===== src/verilog/llc_pkg.sv =====
// =====================================================================
// shared constants for the line loopback controller
package llc_pkg;

  // number of line channels handled side by side
  localparam int unsigned NUM_CH = 16;

  // reference clock period in nanoseconds (50 MHz)
  localparam longint unsigned CLK_PERIOD_NS = 64'h14;

  // inband code persistence time before a loop changes, in milliseconds
  localparam longint unsigned AUTO_HOLD_MS = 64'h13EC;

  // persistence time as reference clock cycles (least time, rounded up)
  localparam longint unsigned AUTO_HOLD_CYCLES =
    (AUTO_HOLD_MS * 64'hF4240 + CLK_PERIOD_NS - 64'h1) / CLK_PERIOD_NS;

  // reference cycles per line bit; 32 gives about 1.5625 Mbit/s
  localparam int unsigned LINE_DIV = 32'h20;

  // control bit positions inside the per-channel loop control byte
  localparam int unsigned LOOP_ANALOG_BIT = 0;
  localparam int unsigned LOOP_REMOTE_BIT = 1;
  localparam int unsigned LOOP_DIGITAL_BIT = 2;
  localparam int unsigned LOOP_AUTO_BIT = 3;

  // status bit carrying the automatic loop flag in the first status byte
  localparam int unsigned STAT_AUTO_LOOP_BIT = 7;

  // pattern detector position codes
  localparam logic PATTERN_DETECTOR_POSITION_RECEIVE = 1'b0;
  localparam logic PATTERN_DETECTOR_POSITION_TRANSMIT = 1'b1;

  // value driven while an alarm indication signal is generated
  localparam logic AIS_LEVEL = 1'b1;

  // automatic loop state; one bit flips on each usual step out of idle
  typedef enum logic [1:0] {
    LLC_AUTO_IDLE = 2'h0,
    LLC_AUTO_REMOTE = 2'h1,
    LLC_AUTO_DIGITAL = 2'h2
  } llc_auto_t;

endpackage


===== src/verilog/llc_loopback.sv =====
`timescale 1ns/1ps
// Functional notes
// - analog loop enable loops transmit into receive
// - analog loop still drives line; receive replaced
// - analog loop forces remote and digital off
// - analog: receive pattern over loop; no AIS
// - remote loop is manual or automatic
// - receive-side inband codes toggle automatic remote
// - dropping automatic enable ends automatic loop
// - flag shows automatic loop currently active
// - remote: receive data to shaper, system ignored
// - remote: transmit detectors still watch system data
// - remote priorities; transmit AIS disabled
// - digital loop is manual or automatic
// - transmit-side inband codes toggle automatic digital
// - digital: transmit data into decoder, line watched
// - digital priorities; receive AIS disabled
// - dual only manual remote; no automatic remote
// - dual: both streams loop, neither passes through
// - dual: receive detectors watch looped data
// - dual manual: remote loop over transmit pattern
// - dual automatic: no AIS, no transmit pattern
// =====================================================================
// loopback controller: one set of loop paths per line channel
module llc_loopback #(
  parameter int unsigned NUM_CH = llc_pkg::NUM_CH,
  parameter int unsigned AUTO_HOLD_CYCLES = 32'(llc_pkg::AUTO_HOLD_CYCLES),
  parameter int unsigned LINE_DIV = llc_pkg::LINE_DIV
) (
  // clock and reset
  input wire logic i_ref_clk,
  input wire logic i_srst,
  // per-channel loop control bits
  input wire logic [NUM_CH-1:0] i_analog_loop_enable,
  input wire logic [NUM_CH-1:0] i_manual_remote_loop_enable,
  input wire logic [NUM_CH-1:0] i_manual_digital_loop_enable,
  input wire logic [NUM_CH-1:0] i_automatic_loop_enable,
  input wire logic [NUM_CH-1:0] i_pattern_detector_position,
  // inband loop code detector results, level while code is seen
  input wire logic [NUM_CH-1:0] i_inband_loop_code_activate,
  input wire logic [NUM_CH-1:0] i_inband_loop_code_deactivate,
  // diagnostic generators
  input wire logic [NUM_CH-1:0] i_rx_pattern_gen_enable,
  input wire logic [NUM_CH-1:0] i_rx_pattern_gen_data,
  input wire logic [NUM_CH-1:0] i_tx_pattern_gen_enable,
  input wire logic [NUM_CH-1:0] i_tx_pattern_gen_data,
  input wire logic [NUM_CH-1:0] i_rx_ais_gen_request,
  input wire logic [NUM_CH-1:0] i_tx_ais_gen_request,
  // data streams entering the block
  input wire logic [NUM_CH-1:0] i_line_rx_data,
  input wire logic [NUM_CH-1:0] i_sys_tx_data,
  // system-side receive stream with back-pressure
  output logic o_sys_rx_valid,
  output logic [NUM_CH-1:0] o_sys_rx_data,
  input wire logic i_sys_rx_ready,
  // line-side transmit stream to the waveform shaper
  output logic o_line_tx_strobe,
  output logic [NUM_CH-1:0] o_line_tx_data,
  // streams handed to the detectors
  output logic [NUM_CH-1:0] o_rx_detect_data,
  output logic [NUM_CH-1:0] o_rx_alarm_watch_data,
  output logic [NUM_CH-1:0] o_tx_detect_data,
  // per-channel status
  output logic [NUM_CH-1:0] o_analog_loop_active,
  output logic [NUM_CH-1:0] o_remote_loop_active,
  output logic [NUM_CH-1:0] o_digital_loop_active,
  output logic [NUM_CH-1:0] o_automatic_loop_active_flag,
  output logic [NUM_CH-1:0] o_system_transmit_clock_ignored
);

  // hold counter must reach the full hold count itself; the hold count is in
  // reference cycles and is only shortened for simulation
  localparam int unsigned CNT_W = $clog2(AUTO_HOLD_CYCLES + 1);
  // divider width; a divide ratio below two leaves no room for the strobe to fall
  localparam int unsigned DIV_W = $clog2(LINE_DIV);

  // =====================================================================
  // line bit rate divider
  logic [DIV_W-1:0] div_cnt;
  logic line_tick;
  logic buf_in_ready;
  logic bit_step;

  // a step is a tick that the receive buffer is able to take;
  // a stalled receiver holds both line streams back, so no word is lost
  assign bit_step = line_tick & buf_in_ready;

  // free-running divider; tick is a one-cycle enable
  // the tick is registered so the step enable carries no decode glitch, and
  // the divider keeps running while stalled, so a refused tick waits a period
  always_ff @(posedge i_ref_clk) begin
    if (i_srst) begin
      div_cnt <= '0;
      line_tick <= 1'b0;
    end else begin
      line_tick <= (div_cnt == DIV_W'(LINE_DIV - 1));
      div_cnt <= (div_cnt == DIV_W'(LINE_DIV - 1)) ? '0 : div_cnt + 1'b1;
    end
  end

  // =====================================================================
  // per-channel loop selection
  logic [NUM_CH-1:0] rx_word;
  logic [NUM_CH-1:0] tx_word;
  logic [NUM_CH-1:0] rx_src;
  logic [NUM_CH-1:0] alarm_src;
  logic [NUM_CH-1:0] rem_on;
  logic [NUM_CH-1:0] dig_on;
  logic [NUM_CH-1:0] auto_flag;

  // every channel below owns its own counter, state and flag
  genvar ch;
  generate
    for (ch = 0; ch < NUM_CH; ch++) begin : g_ch
      llc_pkg::llc_auto_t auto_state;
      llc_pkg::llc_auto_t next_auto_state;
      logic [CNT_W-1:0] hold_cnt;
      logic code_seen;
      logic held;
      logic analog_loop_enable;
      logic auto_rem;
      logic auto_dig;
      logic dual;

      assign analog_loop_enable = i_analog_loop_enable[ch];
      assign auto_rem = (auto_state == llc_pkg::LLC_AUTO_REMOTE);
      assign auto_dig = (auto_state == llc_pkg::LLC_AUTO_DIGITAL);
      // analog overrides both other loops whatever their enables say
      // automatic remote gives way to a manual digital loop, because the
      // inband detector then only sees the digitally looped stream
      assign rem_on[ch] = ~analog_loop_enable & (i_manual_remote_loop_enable[ch] |
        (auto_rem & ~i_manual_digital_loop_enable[ch]));
      assign dig_on[ch] = ~analog_loop_enable & (i_manual_digital_loop_enable[ch] | auto_dig);
      // dual means both loops survived the analog mask
      assign dual = rem_on[ch] & dig_on[ch];
      // either automatic loop lights the status flag
      assign auto_flag[ch] = auto_rem | auto_dig;

      // code that would move the state: activate when idle, else deactivate
      assign code_seen = (auto_state == llc_pkg::LLC_AUTO_IDLE) ?
        i_inband_loop_code_activate[ch] : i_inband_loop_code_deactivate[ch];
      // fires one cycle past the full hold, i.e. strictly more than it
      assign held = code_seen && (hold_cnt == CNT_W'(AUTO_HOLD_CYCLES));

      // persistence counter restarts whenever the awaited code drops
      // or the enable falls, so a partly held code must be seen in full again
      always_ff @(posedge i_ref_clk) begin
        if (i_srst) begin
          hold_cnt <= '0;
        end else if (!code_seen || !i_automatic_loop_enable[ch] || held) begin
          hold_cnt <= '0;
        end else begin
          hold_cnt <= hold_cnt + 1'b1;
        end
      end

      // automatic loop entry and exit
      always_comb begin
        next_auto_state = auto_state;
        unique case (auto_state)
          llc_pkg::LLC_AUTO_IDLE: begin
            // analog blocks entry; the counter restarts and tries again
            if (held && !analog_loop_enable) begin
              if (i_pattern_detector_position[ch] == llc_pkg::PATTERN_DETECTOR_POSITION_TRANSMIT) begin
                next_auto_state = llc_pkg::LLC_AUTO_DIGITAL;
              end else if (!dig_on[ch]) begin
                // the detector sits inside the digital loop then
                next_auto_state = llc_pkg::LLC_AUTO_REMOTE;
              end
            end
          end
          llc_pkg::LLC_AUTO_REMOTE, llc_pkg::LLC_AUTO_DIGITAL: begin
            if (held) begin
              next_auto_state = llc_pkg::LLC_AUTO_IDLE;
            end
          end
          default: begin
            // the spare code is never entered; idle drops any stray loop
            next_auto_state = llc_pkg::LLC_AUTO_IDLE;
          end
        endcase
        // position is assumed steady while active; enable drop wins at once
        if (!i_automatic_loop_enable[ch]) begin
          next_auto_state = llc_pkg::LLC_AUTO_IDLE;
        end
      end

      // automatic state register; reset returns the channel to idle
      always_ff @(posedge i_ref_clk) begin
        if (i_srst) begin
          auto_state <= llc_pkg::LLC_AUTO_IDLE;
        end else begin
          auto_state <= next_auto_state;
        end
      end

      // transmit path towards the waveform shaper
      // dual loops send the line word back whatever the generators ask
      always_comb begin
        if (rem_on[ch] && dual && i_manual_digital_loop_enable[ch]) begin
          tx_word[ch] = i_line_rx_data[ch];
        end else if (rem_on[ch] && dual) begin
          tx_word[ch] = i_line_rx_data[ch];
        end else if (i_tx_pattern_gen_enable[ch]) begin
          tx_word[ch] = i_tx_pattern_gen_data[ch];
        end else if (rem_on[ch]) begin
          tx_word[ch] = i_line_rx_data[ch];
        end else if (dig_on[ch] || analog_loop_enable) begin
          // digital ranks data over AIS; analog has no AIS at all
          tx_word[ch] = i_sys_tx_data[ch];
          // AIS only when no loop owns the transmit word
        end else if (i_tx_ais_gen_request[ch]) begin
          tx_word[ch] = llc_pkg::AIS_LEVEL;
        end else begin
          tx_word[ch] = i_sys_tx_data[ch];
        end
      end

      // receive source: analog takes the word about to go to the line
      // analog has already cleared dig_on, so the first two never compete
      always_comb begin
        if (dig_on[ch]) begin
          rx_src[ch] = i_sys_tx_data[ch];
        end else if (analog_loop_enable) begin
          rx_src[ch] = tx_word[ch];
        end else begin
          rx_src[ch] = i_line_rx_data[ch];
        end
        // alarm detectors keep watching the line except under analog loop
        alarm_src[ch] = analog_loop_enable ? tx_word[ch] : i_line_rx_data[ch];
      end

      // receive priority; AIS only where no loop replaces line data
      // this masks receive AIS in analog and in any digital loop, dual included
      always_comb begin
        if (i_rx_pattern_gen_enable[ch]) begin
          rx_word[ch] = i_rx_pattern_gen_data[ch];
        end else if (!analog_loop_enable && !dig_on[ch] && i_rx_ais_gen_request[ch]) begin
          rx_word[ch] = llc_pkg::AIS_LEVEL;
        end else begin
          rx_word[ch] = rx_src[ch];
        end
      end
    end
  endgenerate

  // =====================================================================
  // registered line-side and status outputs
  // detector streams move with the line step so they stay aligned with the
  // data word; a refused step leaves them showing the previous bit
  always_ff @(posedge i_ref_clk) begin
    if (i_srst) begin
      o_line_tx_strobe <= 1'b0;
      o_line_tx_data <= '0;
      o_rx_detect_data <= '0;
      o_rx_alarm_watch_data <= '0;
      o_tx_detect_data <= '0;
    end else begin
      o_line_tx_strobe <= bit_step;
      if (bit_step) begin
        o_line_tx_data <= tx_word;
        o_rx_detect_data <= rx_src;
        o_rx_alarm_watch_data <= alarm_src;
        o_tx_detect_data <= i_sys_tx_data;
      end
    end
  end

  // loop state indications, refreshed every cycle
  // the analog indication follows its enable, which always takes effect
  always_ff @(posedge i_ref_clk) begin
    if (i_srst) begin
      o_analog_loop_active <= '0;
      o_remote_loop_active <= '0;
      o_digital_loop_active <= '0;
      o_automatic_loop_active_flag <= '0;
      o_system_transmit_clock_ignored <= '0;
    end else begin
      o_analog_loop_active <= i_analog_loop_enable;
      o_remote_loop_active <= rem_on;
      o_digital_loop_active <= dig_on;
      o_automatic_loop_active_flag <= auto_flag;
      o_system_transmit_clock_ignored <= rem_on;
    end
  end

  // =====================================================================
  // system-side receive buffer
  // the buffer is offered a word on every tick; when full it refuses the
  // tick and no step happens, so both line directions stay in step
  llc_skid_buffer #(
    .WIDTH(NUM_CH)
  ) u_rx_buf (
    .i_ref_clk(i_ref_clk),
    .i_srst(i_srst),
    .i_in_valid(line_tick),
    .i_in_data(rx_word),
    .o_in_ready(buf_in_ready),
    .o_out_valid(o_sys_rx_valid),
    .o_out_data(o_sys_rx_data),
    .i_out_ready(i_sys_rx_ready)
  );

endmodule


===== src/verilog/llc_skid_buffer.sv =====
`timescale 1ns/1ps
// =====================================================================
// two-entry buffer: an output register plus one skid register
module llc_skid_buffer #(
  parameter int unsigned WIDTH = 16
) (
  // clock and reset
  input wire logic i_ref_clk,
  input wire logic i_srst,
  // filling side
  input wire logic i_in_valid,
  input wire logic [WIDTH-1:0] i_in_data,
  output logic o_in_ready,
  // draining side
  output logic o_out_valid,
  output logic [WIDTH-1:0] o_out_data,
  input wire logic i_out_ready
);

  logic skid_valid;
  logic [WIDTH-1:0] skid_data;

  // full when the skid entry holds a word; ready is a plain flop inverse
  assign o_in_ready = ~skid_valid;

  // head entry: refilled from skid first so word order is kept
  always_ff @(posedge i_ref_clk) begin
    if (i_srst) begin
      o_out_valid <= 1'b0;
      o_out_data <= '0;
    end else if (!o_out_valid || i_out_ready) begin
      if (skid_valid) begin
        o_out_valid <= 1'b1;
        o_out_data <= skid_data;
      end else begin
        o_out_valid <= i_in_valid;
        o_out_data <= i_in_data;
      end
    end
  end

  // skid entry: catches the word offered while the head is stalled
  always_ff @(posedge i_ref_clk) begin
    if (i_srst) begin
      skid_valid <= 1'b0;
      skid_data <= '0;
    end else if (!o_out_valid || i_out_ready) begin
      skid_valid <= 1'b0;
    end else if (i_in_valid && !skid_valid) begin
      skid_valid <= 1'b1;
      skid_data <= i_in_data;
    end
  end

endmodule

===== config.mk =====
export PLATFORM = sky130hd
export DESIGN_NAME = llc_loopback
export DESIGN_NICKNAME = d
export VERILOG_FILES = /design/src/verilog/llc_pkg.sv /design/src/verilog/llc_loopback.sv /design/src/verilog/llc_skid_buffer.sv
export SDC_FILE = /design/constraint.sdc
export NUM_CORES = 2
export LEC_CHECK = 0
export BUFFER_PORTS_ARGS = -buffer_cell sky130_fd_sc_hd__buf_2
export CORE_ASPECT_RATIO = 2
export CORE_MARGIN = 4
export CORE_UTILIZATION = 53
export CTS_BUF_LIST = sky130_fd_sc_hd__clkbuf_16
export DETAILED_ROUTE_END_ITERATION = 8
export PLACE_DENSITY = 0.77
export SLEW_MARGIN = 20
export SYNTH_ARGS = -nofsm -noshare
export SYNTH_HDL_FRONTEND = slang
export SYNTH_SLANG_ARGS = --single-unit
export TNS_END_PERCENT = 5

===== constraint.sdc =====
create_clock -name i_ref_clk -period 2.2 [get_ports i_ref_clk]
set_input_delay 0.11 -clock i_ref_clk [delete_from_list [all_inputs] [get_ports i_ref_clk]]
set_output_delay 0.11 -clock i_ref_clk [all_outputs]
set_load 0.02 [all_outputs]

==> out/results.txt <==
The flow ran to the end, but the final reports show violations. The checks that failed: negative setup slack. For the pin with the worst max-slew slack, the measured transition is 1020 ps.

For this run, design rule violations remaining after detail routing come to 0. In this run the worst path has a maximum fanout of 7. The region available for standard cell placement spans 57,200 µm².

The Yosys step of the flow raised 0 warnings. The proportion of layout cells with a drive suffix above 1 is 17.5%. For this run, the register share of the synthesized area comes to 42.4%. The power density relative to cell area is 617 nW/µm², and the total of max-cap violations is 0.

The run gives 93.9 mm as the total wire length after detailed routing. The tightest min-delay check is of the in -> reg type. The tools report the number of iterations in the first detailed-routing pass as 6. For this run, the total global-route usage over all layers was measured as 29.0%. The hold violation total from the final report is 0.

Dividing the detail-routed wire length by the instance count gives 18.3 µm. The number of instances in the synthesized netlist came out at 3,638. For this run the aggregate overflow at the end of global routing stands at 0.

Setup violations remaining at the end of the flow were counted as 60. The placed standard-cell area came out at 34,600 µm². The routed layout has 29,319 vias. By area the synthesized netlist is led by dfxtp_1, nor2_1, xor2_1, xnor2_1, nand3_1.

Measured in cells, the most critical reg-to-reg path has a length of 5. Critical path data required time: 2690 ps. The tools report the startpoint of the worst-slack reg-to-reg timing path as g_ch[3].hold_cnt[19]. STA classifies the critical path startpoint as a flip-flop. The critical path class was reg -> reg. The worst pin sits at a relative slew slack of 31.7%. Based on the critical path, the design can be clocked at up to 0.429 GHz.

TritonCTS built the clock tree. Net count of the finished layout: 4,654. The number of global-route vias before repair was 29,061.

Counting every net in the synthesized netlist gives 3,963. After clock tree synthesis, the clock-pin slew on the worst setup and hold paths is 60 ps. The H-tree was split into 2 levels.

The die is 348 µm tall. The category of the worst setup path capture point was a flip-flop. Setup repair after global routing could not meet its margin everywhere. Buffers inserted during clock tree synthesis total 58. The finished cells cover 38,500 µm². The shortest period the worst path allows is 2330 ps. For the final database, setup skew stands at 12.9 ps. In the finished design, the share of the clock period the worst path needs comes to 106%. The largest total area in the synthesized netlist belongs to dfxtp_1. The terminus of the critical flop-to-flop path is g_ch[3].auto_state[1].

The die covers 62,000 µm². Entering global routing, the biggest net connects 58 pins. At the later pin of the worst-skew pair, clock insertion delay measures 620 ps. For this design the static power due to leakage is 14.6 nW.

The row count is 124, and the x dimension of the die is 178 µm. The logs give 146 mm for the global-route wire length before repair and 12 for the number of antenna violations at the first check in global routing. Tracing the worst setup path back leads to its startpoint at g_ch[3].hold_cnt[19].

Proportion of register bits with asynchronous set or reset after synthesis: 0%. The area growth from synthesis to layout is 25.6%. Port buffering added 404 buffers. For the mapped cell area, the log shows 30,700 µm². The clock drives 649 sinks. The most used flip-flop cell after synthesis is dfxtp_1. The run gives 405 as the number of top-level pins. Once detail routing completed, the nets flagged for antenna violations numbered 0. For the count of fill cells added during filler insertion, the log shows 4,613.

The synthesized design devotes to its leading area cell type 42.4% of total area. Using the TritonRoute via totals, the vias-per-cell ratio works out to 5.71. For this configuration, the core starts out at a cell density of 53.6%. The maximum number of buffers from clock root to sink came out at 3. Dividing the synthesized area by the synthesized cell count gives 8.43 µm².

Synthesis inferred 649 register bits. Once detailed placement completed, the half-perimeter wirelength came to 66.1 mm. The run gives -129 ps as the smallest setup slack after layout. The critical path ends at g_ch[3].auto_state[1].

STA puts the critical path data arrival time at 2820 ps. The run gives -130 ps as the register-to-register path setup slack. After routing, the total negative slack on setup checks comes to -5540 ps. Among all cell types in the netlist, the one instantiated most often is nor2_1. The tools report the final weighted congestion in routability-driven placement as 0.951. After synthesis, the most frequently instantiated cells are nor2_1, dfxtp_1, nand2_1, xor2_1, nand3_1. The final number of max-transition violations was 0; the count of distinct cell types in the synthesized netlist was 76. The number of synthesized flops with an enable pin is 0, and the maximum resistive drop on vdd is 0.000632 V. The tools report the library cell used as clock root buffer as clkbuf_16. The first routing iteration left 1,668 violations.
flip-flops by register name, summed over array words and instances (netlist names):
| register | flops |
|---|---|
| o_system_transmit_clock_ignored | 16 |
| o_digital_loop_active | 16 |
| o_rx_alarm_watch_data | 16 |
| u_rx_buf.o_out_data | 16 |
| g_ch.hold_cnt | 448 |
| o_analog_loop_active | 16 |
| o_rx_detect_data | 16 |
| o_automatic_loop_active_flag | 16 |
| o_line_tx_data | 16 |
| line_tick | 1 |
| g_ch.auto_state | 32 |
| u_rx_buf.skid_valid | 1 |
| o_tx_detect_data | 16 |
| u_rx_buf.o_out_valid | 1 |
| o_line_tx_strobe | 1 |
| u_rx_buf.skid_data | 16 |
| div_cnt | 5 |
placed cells by master, fill, tap and decap left out, types with 10 or more instances in the layout:
cell | netlist | final
dfxtp_1 | 649 | 642
o21ai_0 | 65 | 62
nor3b_1 | 22 | 22
buf_12 | 0 | 13
xor2_1 | 274 | 274
o41ai_1 | 14 | 12
buf_4 | 18 | 164
and2_1 | 10 | 10
nand4_1 | 139 | 139
dlygate4sd3_1 | 0 | 183
a211o_1 | 18 | 18
nand3b_1 | 14 | 14
nand3_1 | 228 | 228
nor4_1 | 61 | 55
nand2_1 | 274 | 273
mux2_2 | 15 | 15
clkbuf_16 | 0 | 59
inv_1 | 144 | 150
nor3_1 | 91 | 88
a211oi_1 | 45 | 41
and3_1 | 78 | 78
a311oi_1 | 22 | 20
xnor2_1 | 139 | 139
nand2b_1 | 44 | 44
or3_1 | 20 | 19
a21o_1 | 17 | 17
nor2b_1 | 52 | 49
ha_1 | 82 | 81
buf_2 | 12 | 403
nor4b_1 | 19 | 16
nand4b_1 | 10 | 10
clkinv_1 | 0 | 12
clkinv_2 | 0 | 17
a21oi_1 | 93 | 90
nor2_1 | 651 | 644
mux2i_1 | 14 | 14
and4_1 | 28 | 28
or4_1 | 34 | 27
worst min-delay path by stage:
stage / start / to / slack [ps] / depth (start not counted)
2_1_floorplan: i_analog_loop_enable[14] / o_digital_loop_active[14] / 190 / 1
3_3_place_gp: i_pattern_detector_position[0] / g_ch[0].auto_state[1] / 330 / 2
3_5_place_dp: i_pattern_detector_position[0] / g_ch[0].auto_state[1] / 350 / 2
4_1_cts: i_manual_digital_loop_enable[10] / o_digital_loop_active[10] / 0.4 / 4
5_1_grt: i_manual_digital_loop_enable[10] / o_digital_loop_active[10] / 10 / 4
6_report: i_rx_pattern_gen_enable[10] / u_rx_buf.skid_data[10] / 20 / 5
per-layer routing:
layer	vias to the layer above	wire, µm	track usage [%]
met4	6	5020	14.4
met2	1072	47300	52.3
li1	13989	-	-
met5	-	39	0
met1	13936	34500	31.4
met3	316	7070	6.58
area by class of cell:
| cell class | count | area [µm²] | area share, % |
|---|---|---|---|
| Clock inverter | 45 | 365 | 0.949 |
| Timing Repair Buffer | 764 | 5350 | 13.9 |
| Tap cell | 756 | 946 | 2.46 |
| Antenna cell | 7 | 17.5 | 0.0455 |
| Multi-Input combinational cell | 2712 | 16800 | 43.7 |
| Clock buffer | 59 | 1480 | 3.83 |
| Sequential cell | 649 | 13000 | 33.8 |
| Inverter | 144 | 541 | 1.40 |
cells by family (layout without fill, tap and decap cells):
| family | Yosys count | count (layout) | synth area share (%) |
|---|---|---|---|
| muxes | 29 | 29 | 1.01 |
| adders and majority gates | 82 | 82 | 3.35 |
| and+or+nand+nor | 1820 | 1821 | 29.6 |
| buffers and inverters | 278 | 1012 | 3.72 |
| AOI/OAI and AO/OA | 367 | 367 | 8.19 |
| xor gates and xnor gates | 413 | 413 | 11.8 |
| other | 0 | 7 | 0 |
| DFF | 649 | 649 | 42.4 |
power by group:
group / switching (W) / internal (W)
sequential: 0.0000538 / 0.0118
combinational: 0.000971 / 0.000745
clock: 0.00460 / 0.00555
total: 0.00563 / 0.0181
repair_timing:
| action | 4_1_cts | 5_1_grt |
|---|---|---|
| endpoints found under the setup margin | 73 | 215 |
| setup buffers | 0 | 1 |
| cloned | 1 | 0 |
| hold buffers | 183 | 0 |
| endpoints found under the hold margin | 166 | 0 |
| gates resized for setup | 13 | 46 |
| pin swaps | 20 | 7 |
through the flow:
step	worst slack, ps	total power, W	instances	hold slack (ps)	utilization, %
after floorplan	-64.8	0.0128	3638	189	-
after global placement	-116	0.0135	4841	330	60.4
after detailed placement	-159	0.0135	4841	346	60.4
after CTS	-114	0.0238	5129	0.422	66.9
after global routing	-192	0.0245	5133	12.0	67.3
final	-129	0.0237	5136	15.9	67.3
critical path, stage by stage, from the launching register on:
cell and delay (ps):
dfxtp_2 320, or4_4 530, or4_4 540, or4_4 520, o211ai_1 210, o21ai_1 90
No activity file was read; power rests on OpenSTA's default activity.
